==> config.mk <==
export PLATFORM = sky130hd
export DESIGN_NAME = comparator_cd_config_regs
export DESIGN_NICKNAME = d
export VERILOG_FILES = /design/src/cmp_regs_pkg.sv /design/src/comparator_cd_config_regs.sv
export SDC_FILE = /design/constraint.sdc
export NUM_CORES = 1
export LEC_CHECK = 0
export BUFFER_PORTS_ARGS = -buffer_cell sky130_fd_sc_hd__buf_2
export CAP_MARGIN = 10
export CORE_ASPECT_RATIO = 1.75
export CORE_MARGIN = 1
export CORE_UTILIZATION = 45
export CTS_CLUSTER_DIAMETER = 40
export DETAILED_ROUTE_END_ITERATION = 16
export PLACE_DENSITY = 0.74
export RECOVER_POWER = 100
export SETUP_SLACK_MARGIN = 0.4
export SYNTH_ARGS = -nofsm -noshare
export SYNTH_HDL_FRONTEND = slang
export SYNTH_SLANG_ARGS = --single-unit
==> constraint.sdc <==
create_clock -name clk -period 2.5 [get_ports clk]
set_clock_uncertainty 0.15 [all_clocks]
set_input_delay 0.125 -clock clk [delete_from_list [all_inputs] [get_ports clk]]
set_output_delay 0.125 -clock clk [all_outputs]
set_load 0.02 [all_outputs]
==> src/cmp_regs_pkg.sv <==
package cmp_regs_pkg;

	// register indices; byte address is four times the index
	localparam logic [15:0] IDX_AB_CONFIG = 16'ha038;
	localparam logic [15:0] IDX_CD_CONFIG = 16'ha039;
	localparam logic [15:0] IDX_THRESHOLD = 16'ha03a;
	localparam logic [15:0] IDX_EVENT_FLAGS = 16'ha040;
	localparam logic [15:0] IDX_EVENT_MASK = 16'ha041;
	localparam logic [15:0] IDX_LIVE_STATE = 16'ha042;

	localparam int ADR_W = 18;
	localparam logic [17:0] ADR_AB_CONFIG = {IDX_AB_CONFIG, 2'b00};
	localparam logic [17:0] ADR_CD_CONFIG = {IDX_CD_CONFIG, 2'b00};
	localparam logic [17:0] ADR_THRESHOLD = {IDX_THRESHOLD, 2'b00};
	localparam logic [17:0] ADR_EVENT_FLAGS = {IDX_EVENT_FLAGS, 2'b00};
	localparam logic [17:0] ADR_EVENT_MASK = {IDX_EVENT_MASK, 2'b00};
	localparam logic [17:0] ADR_LIVE_STATE = {IDX_LIVE_STATE, 2'b00};

	// channel order inside the vectors: 0 = A, 1 = B, 2 = C, 3 = D
	localparam int NUM_CH = 4;
	localparam int CH_A = 0;
	localparam int CH_B = 1;
	localparam int CH_C = 2;
	localparam int CH_D = 3;

	// field positions inside one channel nibble
	localparam int FLD_ON = 3;
	localparam int FLD_REF_SEL = 2;
	localparam int FLD_IRQ_ON = 1;
	localparam int FLD_INVERT = 0;
	// nibble positions inside a configuration byte
	localparam int NIB_FIRST = 4;
	localparam int NIB_SECOND = 0;

	localparam logic [7:0] RST_CONFIG = 8'h00;
	localparam logic [7:0] RST_THRESHOLD = 8'h00;
	localparam logic [3:0] RST_FLAGS = 4'h0;
	localparam logic [3:0] RST_MASK = 4'h0;

	// dac code 8'h00 is 0 mV, 8'hff is full scale
	localparam int DAC_FULL_SCALE_MV = 1500;

	// analog bias settling after enable
	localparam int CLK_PERIOD_NS = 40;
	localparam int SETTLE_NS = 20000;
	localparam int SETTLE_CYCLES = (SETTLE_NS + CLK_PERIOD_NS - 1) / CLK_PERIOD_NS;
	localparam int SETTLE_W = 10;

	typedef struct packed {
		logic on;
		logic ref_sel;
		logic irq_on;
		logic invert;
	} cmp_chan_s;

endpackage : cmp_regs_pkg

==> src/comparator_cd_config_regs.sv <==
// Design decision made here: the Wishbone slave port.
`timescale 1ns/1ps
`default_nettype none

module comparator_cd_config_regs (
	// clock and reset
	input wire logic clk,
	input wire logic sys_rst,
	// wishbone classic slave
	input wire logic wb_cyc_i,
	input wire logic wb_stb_i,
	input wire logic wb_we_i,
	input wire logic [cmp_regs_pkg::ADR_W-1:0] wb_adr_i,
	input wire logic [3:0] wb_sel_i,
	input wire logic [31:0] wb_dat_i,
	output logic [31:0] wb_dat_o,
	output logic wb_ack_o,
	// analog comparators
	input wire logic [cmp_regs_pkg::NUM_CH-1:0] cmp_raw,
	output cmp_regs_pkg::cmp_chan_s [cmp_regs_pkg::NUM_CH-1:0] chan_cfg,
	output logic [7:0] internal_ref_level,
	output logic [cmp_regs_pkg::NUM_CH-1:0] cmp_live_out,
	// interrupts
	output logic [cmp_regs_pkg::NUM_CH-1:0] irq_req,
	output logic irq
);

	localparam int N = cmp_regs_pkg::NUM_CH;

	logic [7:0] ab_config;
	logic [7:0] cd_config;
	logic [7:0] threshold;
	logic [N-1:0] event_flag;
	logic [N-1:0] event_mask;
	logic [31:0] rd_data;
	logic [7:0] next_ab_config;
	logic [7:0] next_cd_config;
	logic [7:0] next_threshold;
	logic [N-1:0] next_event_flag;
	logic [N-1:0] next_event_mask;
	logic next_ack;
	logic [31:0] next_rd_data;
	logic bus_req;
	logic do_write;
	logic wr_ab;
	logic wr_cd;
	logic wr_thr;
	logic wr_flags;
	logic wr_mask;

	logic [N-1:0] sync1;
	logic [N-1:0] sync2;
	logic [N-1:0] sync3;
	logic [N-1:0] seen;
	logic [N-1:0] next_seen;
	logic [N-1:0] prev_live;
	logic [N-1:0] prev_on;
	logic [N-1:0] toggle;
	logic [N-1:0] settled;
	logic [N-1:0] live;

	// write takes effect at the edge where the master samples ack
	assign bus_req = wb_cyc_i & wb_stb_i;
	assign do_write = bus_req & wb_we_i & wb_ack_o & wb_sel_i[0];
	assign wr_ab = do_write && (wb_adr_i == cmp_regs_pkg::ADR_AB_CONFIG);
	assign wr_cd = do_write && (wb_adr_i == cmp_regs_pkg::ADR_CD_CONFIG);
	assign wr_thr = do_write && (wb_adr_i == cmp_regs_pkg::ADR_THRESHOLD);
	assign wr_flags = do_write && (wb_adr_i == cmp_regs_pkg::ADR_EVENT_FLAGS);
	assign wr_mask = do_write && (wb_adr_i == cmp_regs_pkg::ADR_EVENT_MASK);

	// channel view of the two configuration bytes
	assign chan_cfg[cmp_regs_pkg::CH_A] = ab_config[cmp_regs_pkg::NIB_FIRST +: 4];
	assign chan_cfg[cmp_regs_pkg::CH_B] = ab_config[cmp_regs_pkg::NIB_SECOND +: 4];
	assign chan_cfg[cmp_regs_pkg::CH_C] = cd_config[cmp_regs_pkg::NIB_FIRST +: 4];
	assign chan_cfg[cmp_regs_pkg::CH_D] = cd_config[cmp_regs_pkg::NIB_SECOND +: 4];
	assign internal_ref_level = threshold;

	always_comb
	begin
		next_ab_config = ab_config;
		next_cd_config = cd_config;
		next_threshold = threshold;
		next_event_mask = event_mask;
		next_ack = bus_req & ~wb_ack_o;
		next_rd_data = rd_data;
		if (wr_ab)
			next_ab_config = wb_dat_i[7:0];
		if (wr_cd)
			next_cd_config = wb_dat_i[7:0];
		if (wr_thr)
			next_threshold = wb_dat_i[7:0];
		if (wr_mask)
			next_event_mask = wb_dat_i[N-1:0];
		// set wins over a write-one clear in the same cycle
		next_event_flag = (event_flag & ~(wr_flags ? wb_dat_i[N-1:0] : '0)) | toggle;
		if (bus_req && !wb_ack_o)
		begin
			if (wb_adr_i == cmp_regs_pkg::ADR_AB_CONFIG)
				next_rd_data = {24'h00_0000, ab_config};
			else if (wb_adr_i == cmp_regs_pkg::ADR_CD_CONFIG)
				next_rd_data = {24'h00_0000, cd_config};
			else if (wb_adr_i == cmp_regs_pkg::ADR_THRESHOLD)
				next_rd_data = {24'h00_0000, threshold};
			else if (wb_adr_i == cmp_regs_pkg::ADR_EVENT_FLAGS)
				next_rd_data = {28'h000_0000, event_flag};
			else if (wb_adr_i == cmp_regs_pkg::ADR_EVENT_MASK)
				next_rd_data = {28'h000_0000, event_mask};
			else if (wb_adr_i == cmp_regs_pkg::ADR_LIVE_STATE)
				next_rd_data = {24'h00_0000, settled, live};
			else
				next_rd_data = 32'h0000_0000;
		end
	end

	always_ff @(posedge clk)
	begin
		if (sys_rst)
		begin
			ab_config <= cmp_regs_pkg::RST_CONFIG;
			cd_config <= cmp_regs_pkg::RST_CONFIG;
			threshold <= cmp_regs_pkg::RST_THRESHOLD;
			event_flag <= cmp_regs_pkg::RST_FLAGS;
			event_mask <= cmp_regs_pkg::RST_MASK;
			wb_ack_o <= 1'b0;
			rd_data <= 32'h0000_0000;
		end
		else
		begin
			ab_config <= next_ab_config;
			cd_config <= next_cd_config;
			threshold <= next_threshold;
			event_flag <= next_event_flag;
			event_mask <= next_event_mask;
			wb_ack_o <= next_ack;
			rd_data <= next_rd_data;
		end
	end

	assign wb_dat_o = rd_data;

	// comparator outputs are asynchronous: three stages, accept when the last two agree
	always_comb
	begin
		next_seen = seen;
		for (int i = 0; i < N; i++)
		begin
			if (sync2[i] == sync3[i])
				next_seen[i] = sync3[i];
		end
	end

	always_ff @(posedge clk)
	begin
		if (sys_rst)
		begin
			sync1 <= '0;
			sync2 <= '0;
			sync3 <= '0;
			seen <= '0;
			prev_live <= '0;
			prev_on <= '0;
		end
		else
		begin
			sync1 <= cmp_raw;
			sync2 <= sync1;
			sync3 <= sync2;
			seen <= next_seen;
			prev_live <= live;
			for (int i = 0; i < N; i++)
				prev_on[i] <= chan_cfg[i].on;
		end
	end

	genvar g;
	generate
		for (g = 0; g < N; g++)
		begin : g_chan
			logic [cmp_regs_pkg::SETTLE_W-1:0] settle_cnt;
			logic [cmp_regs_pkg::SETTLE_W-1:0] next_settle_cnt;

			// disabled channel reads low; polarity applied after the synchroniser
			assign live[g] = chan_cfg[g].on & (seen[g] ^ chan_cfg[g].invert);
			// any edge while enabled in both cycles is an event
			assign toggle[g] = chan_cfg[g].on & prev_on[g] & (live[g] ^ prev_live[g]);
			assign irq_req[g] = event_flag[g] & chan_cfg[g].irq_on;
			// status hint that bias has had time to settle
			assign settled[g] = (settle_cnt == cmp_regs_pkg::SETTLE_W'(cmp_regs_pkg::SETTLE_CYCLES));

			always_comb
			begin
				next_settle_cnt = settle_cnt;
				if (!chan_cfg[g].on)
					next_settle_cnt = '0;
				else if (!settled[g])
					next_settle_cnt = settle_cnt + 1'b1;
			end

			always_ff @(posedge clk)
			begin
				if (sys_rst)
					settle_cnt <= '0;
				else
					settle_cnt <= next_settle_cnt;
			end
		end
	endgenerate

	assign cmp_live_out = live;
	assign irq = |(irq_req & event_mask);

	chk_d_power_write: assert property (
		@(posedge clk) disable iff (sys_rst)
		wr_cd |=> chan_cfg[cmp_regs_pkg::CH_D].on == $past(wb_dat_i[3]))
		else $error("channel D enable does not follow the write");

	chk_c_ref_select: assert property (
		@(posedge clk) disable iff (sys_rst)
		wr_cd |=> chan_cfg[cmp_regs_pkg::CH_C].ref_sel == $past(wb_dat_i[6]))
		else $error("channel C threshold select wrong");

	chk_d_ref_select: assert property (
		@(posedge clk) disable iff (sys_rst)
		wr_cd |=> chan_cfg[cmp_regs_pkg::CH_D].ref_sel == $past(wb_dat_i[2]))
		else $error("channel D threshold select wrong");

	chk_c_irq_blocked: assert property (
		@(posedge clk) disable iff (sys_rst)
		!chan_cfg[cmp_regs_pkg::CH_C].irq_on |-> !irq_req[cmp_regs_pkg::CH_C])
		else $error("channel C request while its enable is clear");

	chk_d_irq_raised: assert property (
		@(posedge clk) disable iff (sys_rst)
		event_flag[cmp_regs_pkg::CH_D] && chan_cfg[cmp_regs_pkg::CH_D].irq_on
			|-> irq_req[cmp_regs_pkg::CH_D])
		else $error("channel D request missing");

	chk_c_polarity_sense: assert property (
		@(posedge clk) disable iff (sys_rst)
		chan_cfg[cmp_regs_pkg::CH_C].on && !chan_cfg[cmp_regs_pkg::CH_C].invert
			|-> cmp_live_out[cmp_regs_pkg::CH_C] == seen[cmp_regs_pkg::CH_C])
		else $error("channel C default sense wrong");

	chk_d_polarity_invert: assert property (
		@(posedge clk) disable iff (sys_rst)
		chan_cfg[cmp_regs_pkg::CH_D].on && chan_cfg[cmp_regs_pkg::CH_D].invert
			|-> cmp_live_out[cmp_regs_pkg::CH_D] != seen[cmp_regs_pkg::CH_D])
		else $error("channel D inverted sense wrong");

	chk_dac_code_write: assert property (
		@(posedge clk) disable iff (sys_rst)
		wr_thr |=> internal_ref_level == $past(wb_dat_i[7:0]))
		else $error("dac code does not follow the write");

	chk_cd_reset_zero: assert property (
		@(posedge clk)
		sys_rst |=> cd_config == cmp_regs_pkg::RST_CONFIG
			&& ab_config == cmp_regs_pkg::RST_CONFIG)
		else $error("configuration not zero after reset");

	chk_ab_separate: assert property (
		@(posedge clk) disable iff (sys_rst)
		wr_cd |=> $stable(ab_config))
		else $error("A/B configuration disturbed by a C/D write");

	chk_edge_sets_flag: assert property (
		@(posedge clk) disable iff (sys_rst)
		toggle[cmp_regs_pkg::CH_C] |=> event_flag[cmp_regs_pkg::CH_C])
		else $error("channel C edge did not set its flag");

	chk_flag_holds: assert property (
		@(posedge clk) disable iff (sys_rst)
		event_flag[cmp_regs_pkg::CH_D] && !(wr_flags && wb_dat_i[cmp_regs_pkg::CH_D])
			|=> event_flag[cmp_regs_pkg::CH_D])
		else $error("channel D flag dropped without a clear");

	chk_ack_one_cycle: assert property (
		@(posedge clk) disable iff (sys_rst)
		wb_ack_o |=> !wb_ack_o)
		else $error("ack held longer than one cycle");

	chk_irq_unmasked_c: assert property (
		@(posedge clk) disable iff (sys_rst)
		event_flag[cmp_regs_pkg::CH_C] && chan_cfg[cmp_regs_pkg::CH_C].irq_on
			&& event_mask[cmp_regs_pkg::CH_C] |-> irq)
		else $error("channel C request did not reach the interrupt line");

	chk_d_toggle_flag: assert property (
		@(posedge clk) disable iff (sys_rst)
		chan_cfg[cmp_regs_pkg::CH_D].on && $past(chan_cfg[cmp_regs_pkg::CH_D].on)
			&& $changed(cmp_live_out[cmp_regs_pkg::CH_D]) |=> event_flag[cmp_regs_pkg::CH_D])
		else $error("channel D edge did not set its flag");

	chk_d_off_low: assert property (
		@(posedge clk) disable iff (sys_rst)
		!chan_cfg[cmp_regs_pkg::CH_D].on |-> !cmp_live_out[cmp_regs_pkg::CH_D])
		else $error("disabled channel D output not low");

	chk_cd_write_back: assert property (
		@(posedge clk) disable iff (sys_rst)
		wr_cd |=> cd_config == $past(wb_dat_i[7:0]))
		else $error("C/D configuration does not hold the written byte");

	chk_ab_write_back: assert property (
		@(posedge clk) disable iff (sys_rst)
		wr_ab |=> ab_config == $past(wb_dat_i[7:0]))
		else $error("A/B configuration does not hold the written byte");

	chk_c_off_quiet: assert property (
		@(posedge clk) disable iff (sys_rst)
		!chan_cfg[cmp_regs_pkg::CH_C].on && !event_flag[cmp_regs_pkg::CH_C]
			|=> !event_flag[cmp_regs_pkg::CH_C])
		else $error("channel C flag set while disabled");

	chk_d_flag_clear: assert property (
		@(posedge clk) disable iff (sys_rst)
		wr_flags && wb_dat_i[cmp_regs_pkg::CH_D] && !toggle[cmp_regs_pkg::CH_D]
			|=> !event_flag[cmp_regs_pkg::CH_D])
		else $error("channel D flag not cleared by a write of one");

	chk_d_irq_blocked: assert property (
		@(posedge clk) disable iff (sys_rst)
		!chan_cfg[cmp_regs_pkg::CH_D].irq_on |-> !irq_req[cmp_regs_pkg::CH_D])
		else $error("channel D request while its enable is clear");

	cov_cd_write: cover property (@(posedge clk) disable iff (sys_rst) wr_cd);
	cov_d_event: cover property (@(posedge clk) disable iff (sys_rst) toggle[cmp_regs_pkg::CH_D]);
	cov_irq_rise: cover property (@(posedge clk) disable iff (sys_rst) $rose(irq));
	cov_settled: cover property (@(posedge clk) disable iff (sys_rst)
		$rose(settled[cmp_regs_pkg::CH_D]));
	cov_d_irq: cover property (@(posedge clk) disable iff (sys_rst) irq_req[cmp_regs_pkg::CH_D]);

endmodule : comparator_cd_config_regs

`default_nettype wire

==> results.yml <==
outcome:
  run_status: "finished, final reports clean"
critical_path:
  worst-path-max-fanout: 4
  arrival_ns: 2.32
  crit_slowest_cell: "or4_1"
  crit_start: "wb_adr_i[12]"
  crit_type: "input pin to flop"
  crit_end: "event_flag[1]$_SDFF_PP0_"
  startpoint_type: "input pin"
  max_stage_delay_ns: 0.66
  reg2reg_slack_ns: 0.28
  r2r_end: "event_flag[1]$_SDFF_PP0_"
  worstSetupEndpointType: "flop"
  path_cells: "buf_6 -> or4b_1 -> or4_1 -> nor4_2 -> a21oi_1 -> a31o_2"
  reg2regPathDepth: 5
  r2r_start: "wb_ack_o$_SDFF_PP0_"
  required_ns: 2.60
pwr:
  vdd_drop_max_uv: 396
  combinationalPowerShare: 0.057
  power_density_nw_per_um2: 584
  p_seq_frac: 0.507
  netSwitchingFraction: 0.234
  clkPwrFrac: 0.436
  finalPower_uw: 3340
  leakage_uw: 0.00230
  p_sw_uw: 783
  p_int_uw: 2560
floorplanning:
  die_x_um: 80.3
  initial_utilization: 0.466
  die_area_sq_um: 11200
  row_count: 49
  coreArea_sq_um: 10400
  ios: 129
  die_height_um: 139
grt:
  gr-total-overflow: 0
  grt_use_total: 0.217
  antenna_found_initial: 0
  grt_pass1_vias: 3906
  grt_max_degree: 41
  grt_first_pass_wirelength_um: 18500
placed_design:
  gp_congestion: 0.885
  portBuffers: 77
  dp_hpwl_um: 8720
cells_and_area:
  synthToLayoutAreaGrowth_pct: 18.3
  fill_cells: 998
  drive_gt1_frac: 0.125
  nets: 704
  diodes: 0
clock_network:
  cts_tree: "yes"
  clkTransAtPathRegs_ns: 0.07
  cts_root_buf: "clkbuf_16"
  clockBufferDepth: 2
  clk_latency_ns: 0.35
  h-tree-depth: 3
  cts_buffers: 9
  clock_sinks: 105
logic_synthesis:
  synth_ff_type: "dfxtp_1"
  seq_area_frac_synth: 0.435
  ys_top_cells_by_area: "dfxtp_1 (44%), mux2i_1 (6.4%), nor2_1 (5.5%)"
  synth_cells: 535
  async_flop_share: 0
  synth_most_common_cell: "dfxtp_1"
  synth-seq-cells: 105
  synth_top_area_share: 0.435
  synth_top_area_cell: "dfxtp_1"
  synth_cell_types: 53
  yosysWarnings: 0
  synth_edf_count: 0
  synth_area_sq_um: 4830
  synth_area_per_cell_sq_um: 9.03
  synthTopCellsByCount: "dfxtp_1 (105), nor2_1 (71), mux2i_1 (31)"
timing:
  fin_crit_ns: 2.23
  rsz0062_at_grt: "no"
  fin_crit_sh: 0.890
  hold_viol: 0
  slew-limit-headroom: 0.292
  fin_setup_tns_ns: 0
  timing.fmax_ghz: 0.449
  setup_violations: 0
  tightest_slew_ns: 1.06
  report.final.slew_viol_count: 0
routing:
  totalWireLength_um: 11700
  drcViolationCount: 0
  wl_per_cell_um: 15.3
  post_drt_via_cell_ratio: 5.33
  drtIter0Drc: 247
  vias: 4080
  ant_nets: 0
  drt_first_pass_iters: 4
min_path:
  worst_hold_path_type: "input pin to flop"
run:
  maxCapViolations: 0
## layout by cell type, fill, tap and decap left out, types with 3 or more instances in the layout
master	n
o211a_1	4
a31oi_1	10
nor4b_1	4
clkbuf_1	43
buf_2	38
conb_1	24
buf_4	8
clkbuf_16	9
a21oi_1	23
or3_1	11
xor2_1	22
nor4bb_1	4
o211ai_1	4
nor2b_1	16
dlygate4sd3_1	12
inv_1	15
o21ai_0	26
nand2b_1	20
nand4_1	4
ha_1	8
nor2_1	71
and2_0	7
a31o_2	3
xnor2_1	6
nor3_1	3
nand3_1	22
nand2_1	25
and3_1	13
buf_12	3
dfxtp_1	105
nand3b_1	4
mux2i_1	30
and2_1	3
## critical path: cells and delay by family
| family | cells | cell delay, ns |
|---|---|---|
| buffers and inverters | 1 | 0.09 |
| AO/OA/AOI/OAI | 2 | 0.39 |
| AND/OR/NAND/NOR | 3 | 1.72 |
## cells by family after synthesis
group                    count (synthesis)  synth area share
AO/OA/AOI/OAI                           82             0.105
XOR/XNOR                                28            0.0508
adder cells (fa/ha/maj)                  8            0.0207
buffers and inverters                   56            0.0658
flip-flops                             105             0.435
multiplexers                            33            0.0689
other                                    1          0.000776
AND/OR/NAND/NOR                        222             0.253
## how the worst min path moves through the flow
stage / start / endpoint / slack, ns / depth (start not counted)
after floorplan: cmp_raw[3] / sync1[3]$_SDFF_PP0_ / 0.10 / 1
after global placement: cmp_raw[0] / sync1[0]$_SDFF_PP0_ / 0.19 / 2
after detailed placement: cmp_raw[0] / sync1[0]$_SDFF_PP0_ / 0.19 / 2
after CTS: sys_rst / sync2[3]$_SDFF_PP0_ / 0.04 / 2
after global routing: wb_adr_i[4] / wb_dat_o[0]$_SDFFE_PP0P_ / 0.27 / 5
final: wb_adr_i[4] / wb_dat_o[0]$_SDFFE_PP0P_ / 0.24 / 5
## final cells by class
class | instances | area [sq um] | share of cell area
multi-input combinational | 397 | 2480 | 0.435
inverter | 15 | 56.3 | 0.00985
clock inverter | 7 | 85.1 | 0.0149
timing repair buffer | 105 | 603 | 0.106
sequential | 105 | 2100 | 0.368
clock buffer | 9 | 225 | 0.0394
tap | 127 | 159 | 0.0278
## per-layer routing
metal	routed length, um	global-route usage	up-vias
met4	353	0.108	0
met3	659	0.0467	31
li1	-	-	2008
met2	6110	0.390	137
met5	0	0	-
met1	4610	0.232	1904
## flip-flops by register name (all words and copies together) (netlist names)
name / count
prev_live: 4
wb_ack_o: 1
internal_ref_level: 8
sync1: 4
cd_config: 8
seen: 4
sync2: 4
g_chan.settle_cnt: 40
event_mask: 4
sync3: 4
prev_on: 4
wb_dat_o: 8
ab_config: 8
event_flag: 4
## through the flow
stage,instances,utilization,instance area [sq um],hold slack [ns],worst slack [ns]
2_1_floorplan,558,-,4920,0.103,0.360
3_3_place_gp,735,0.516,5340,0.188,0.151
3_5_place_dp,735,0.516,5340,0.192,0.120
4_1_cts,763,0.557,5770,0.0351,0.455
5_1_grt,765,0.552,5720,0.271,0.241
6_report,765,0.552,5720,0.238,0.274
## timing repair
action	in CTS	in global routing
hold buffers	12	0
buffers inserted	0	2
resized for setup	0	3
hold endpoints to repair	31	0
endpoints found under the setup margin	0	3
## power groups by stage
stage / Combinational [uW] / Clock [uW] / Sequential (uW)
2_1_floorplan: 129 / 0 / 1740
3_3_place_gp: 174 / 0 / 1730
3_5_place_dp: 177 / 0 / 1730
4_1_cts: 192 / 1480 / 1690
5_1_grt: 208 / 1550 / 1690
6_report: 191 / 1450 / 1690
Power figures use the tool's default switching activity.
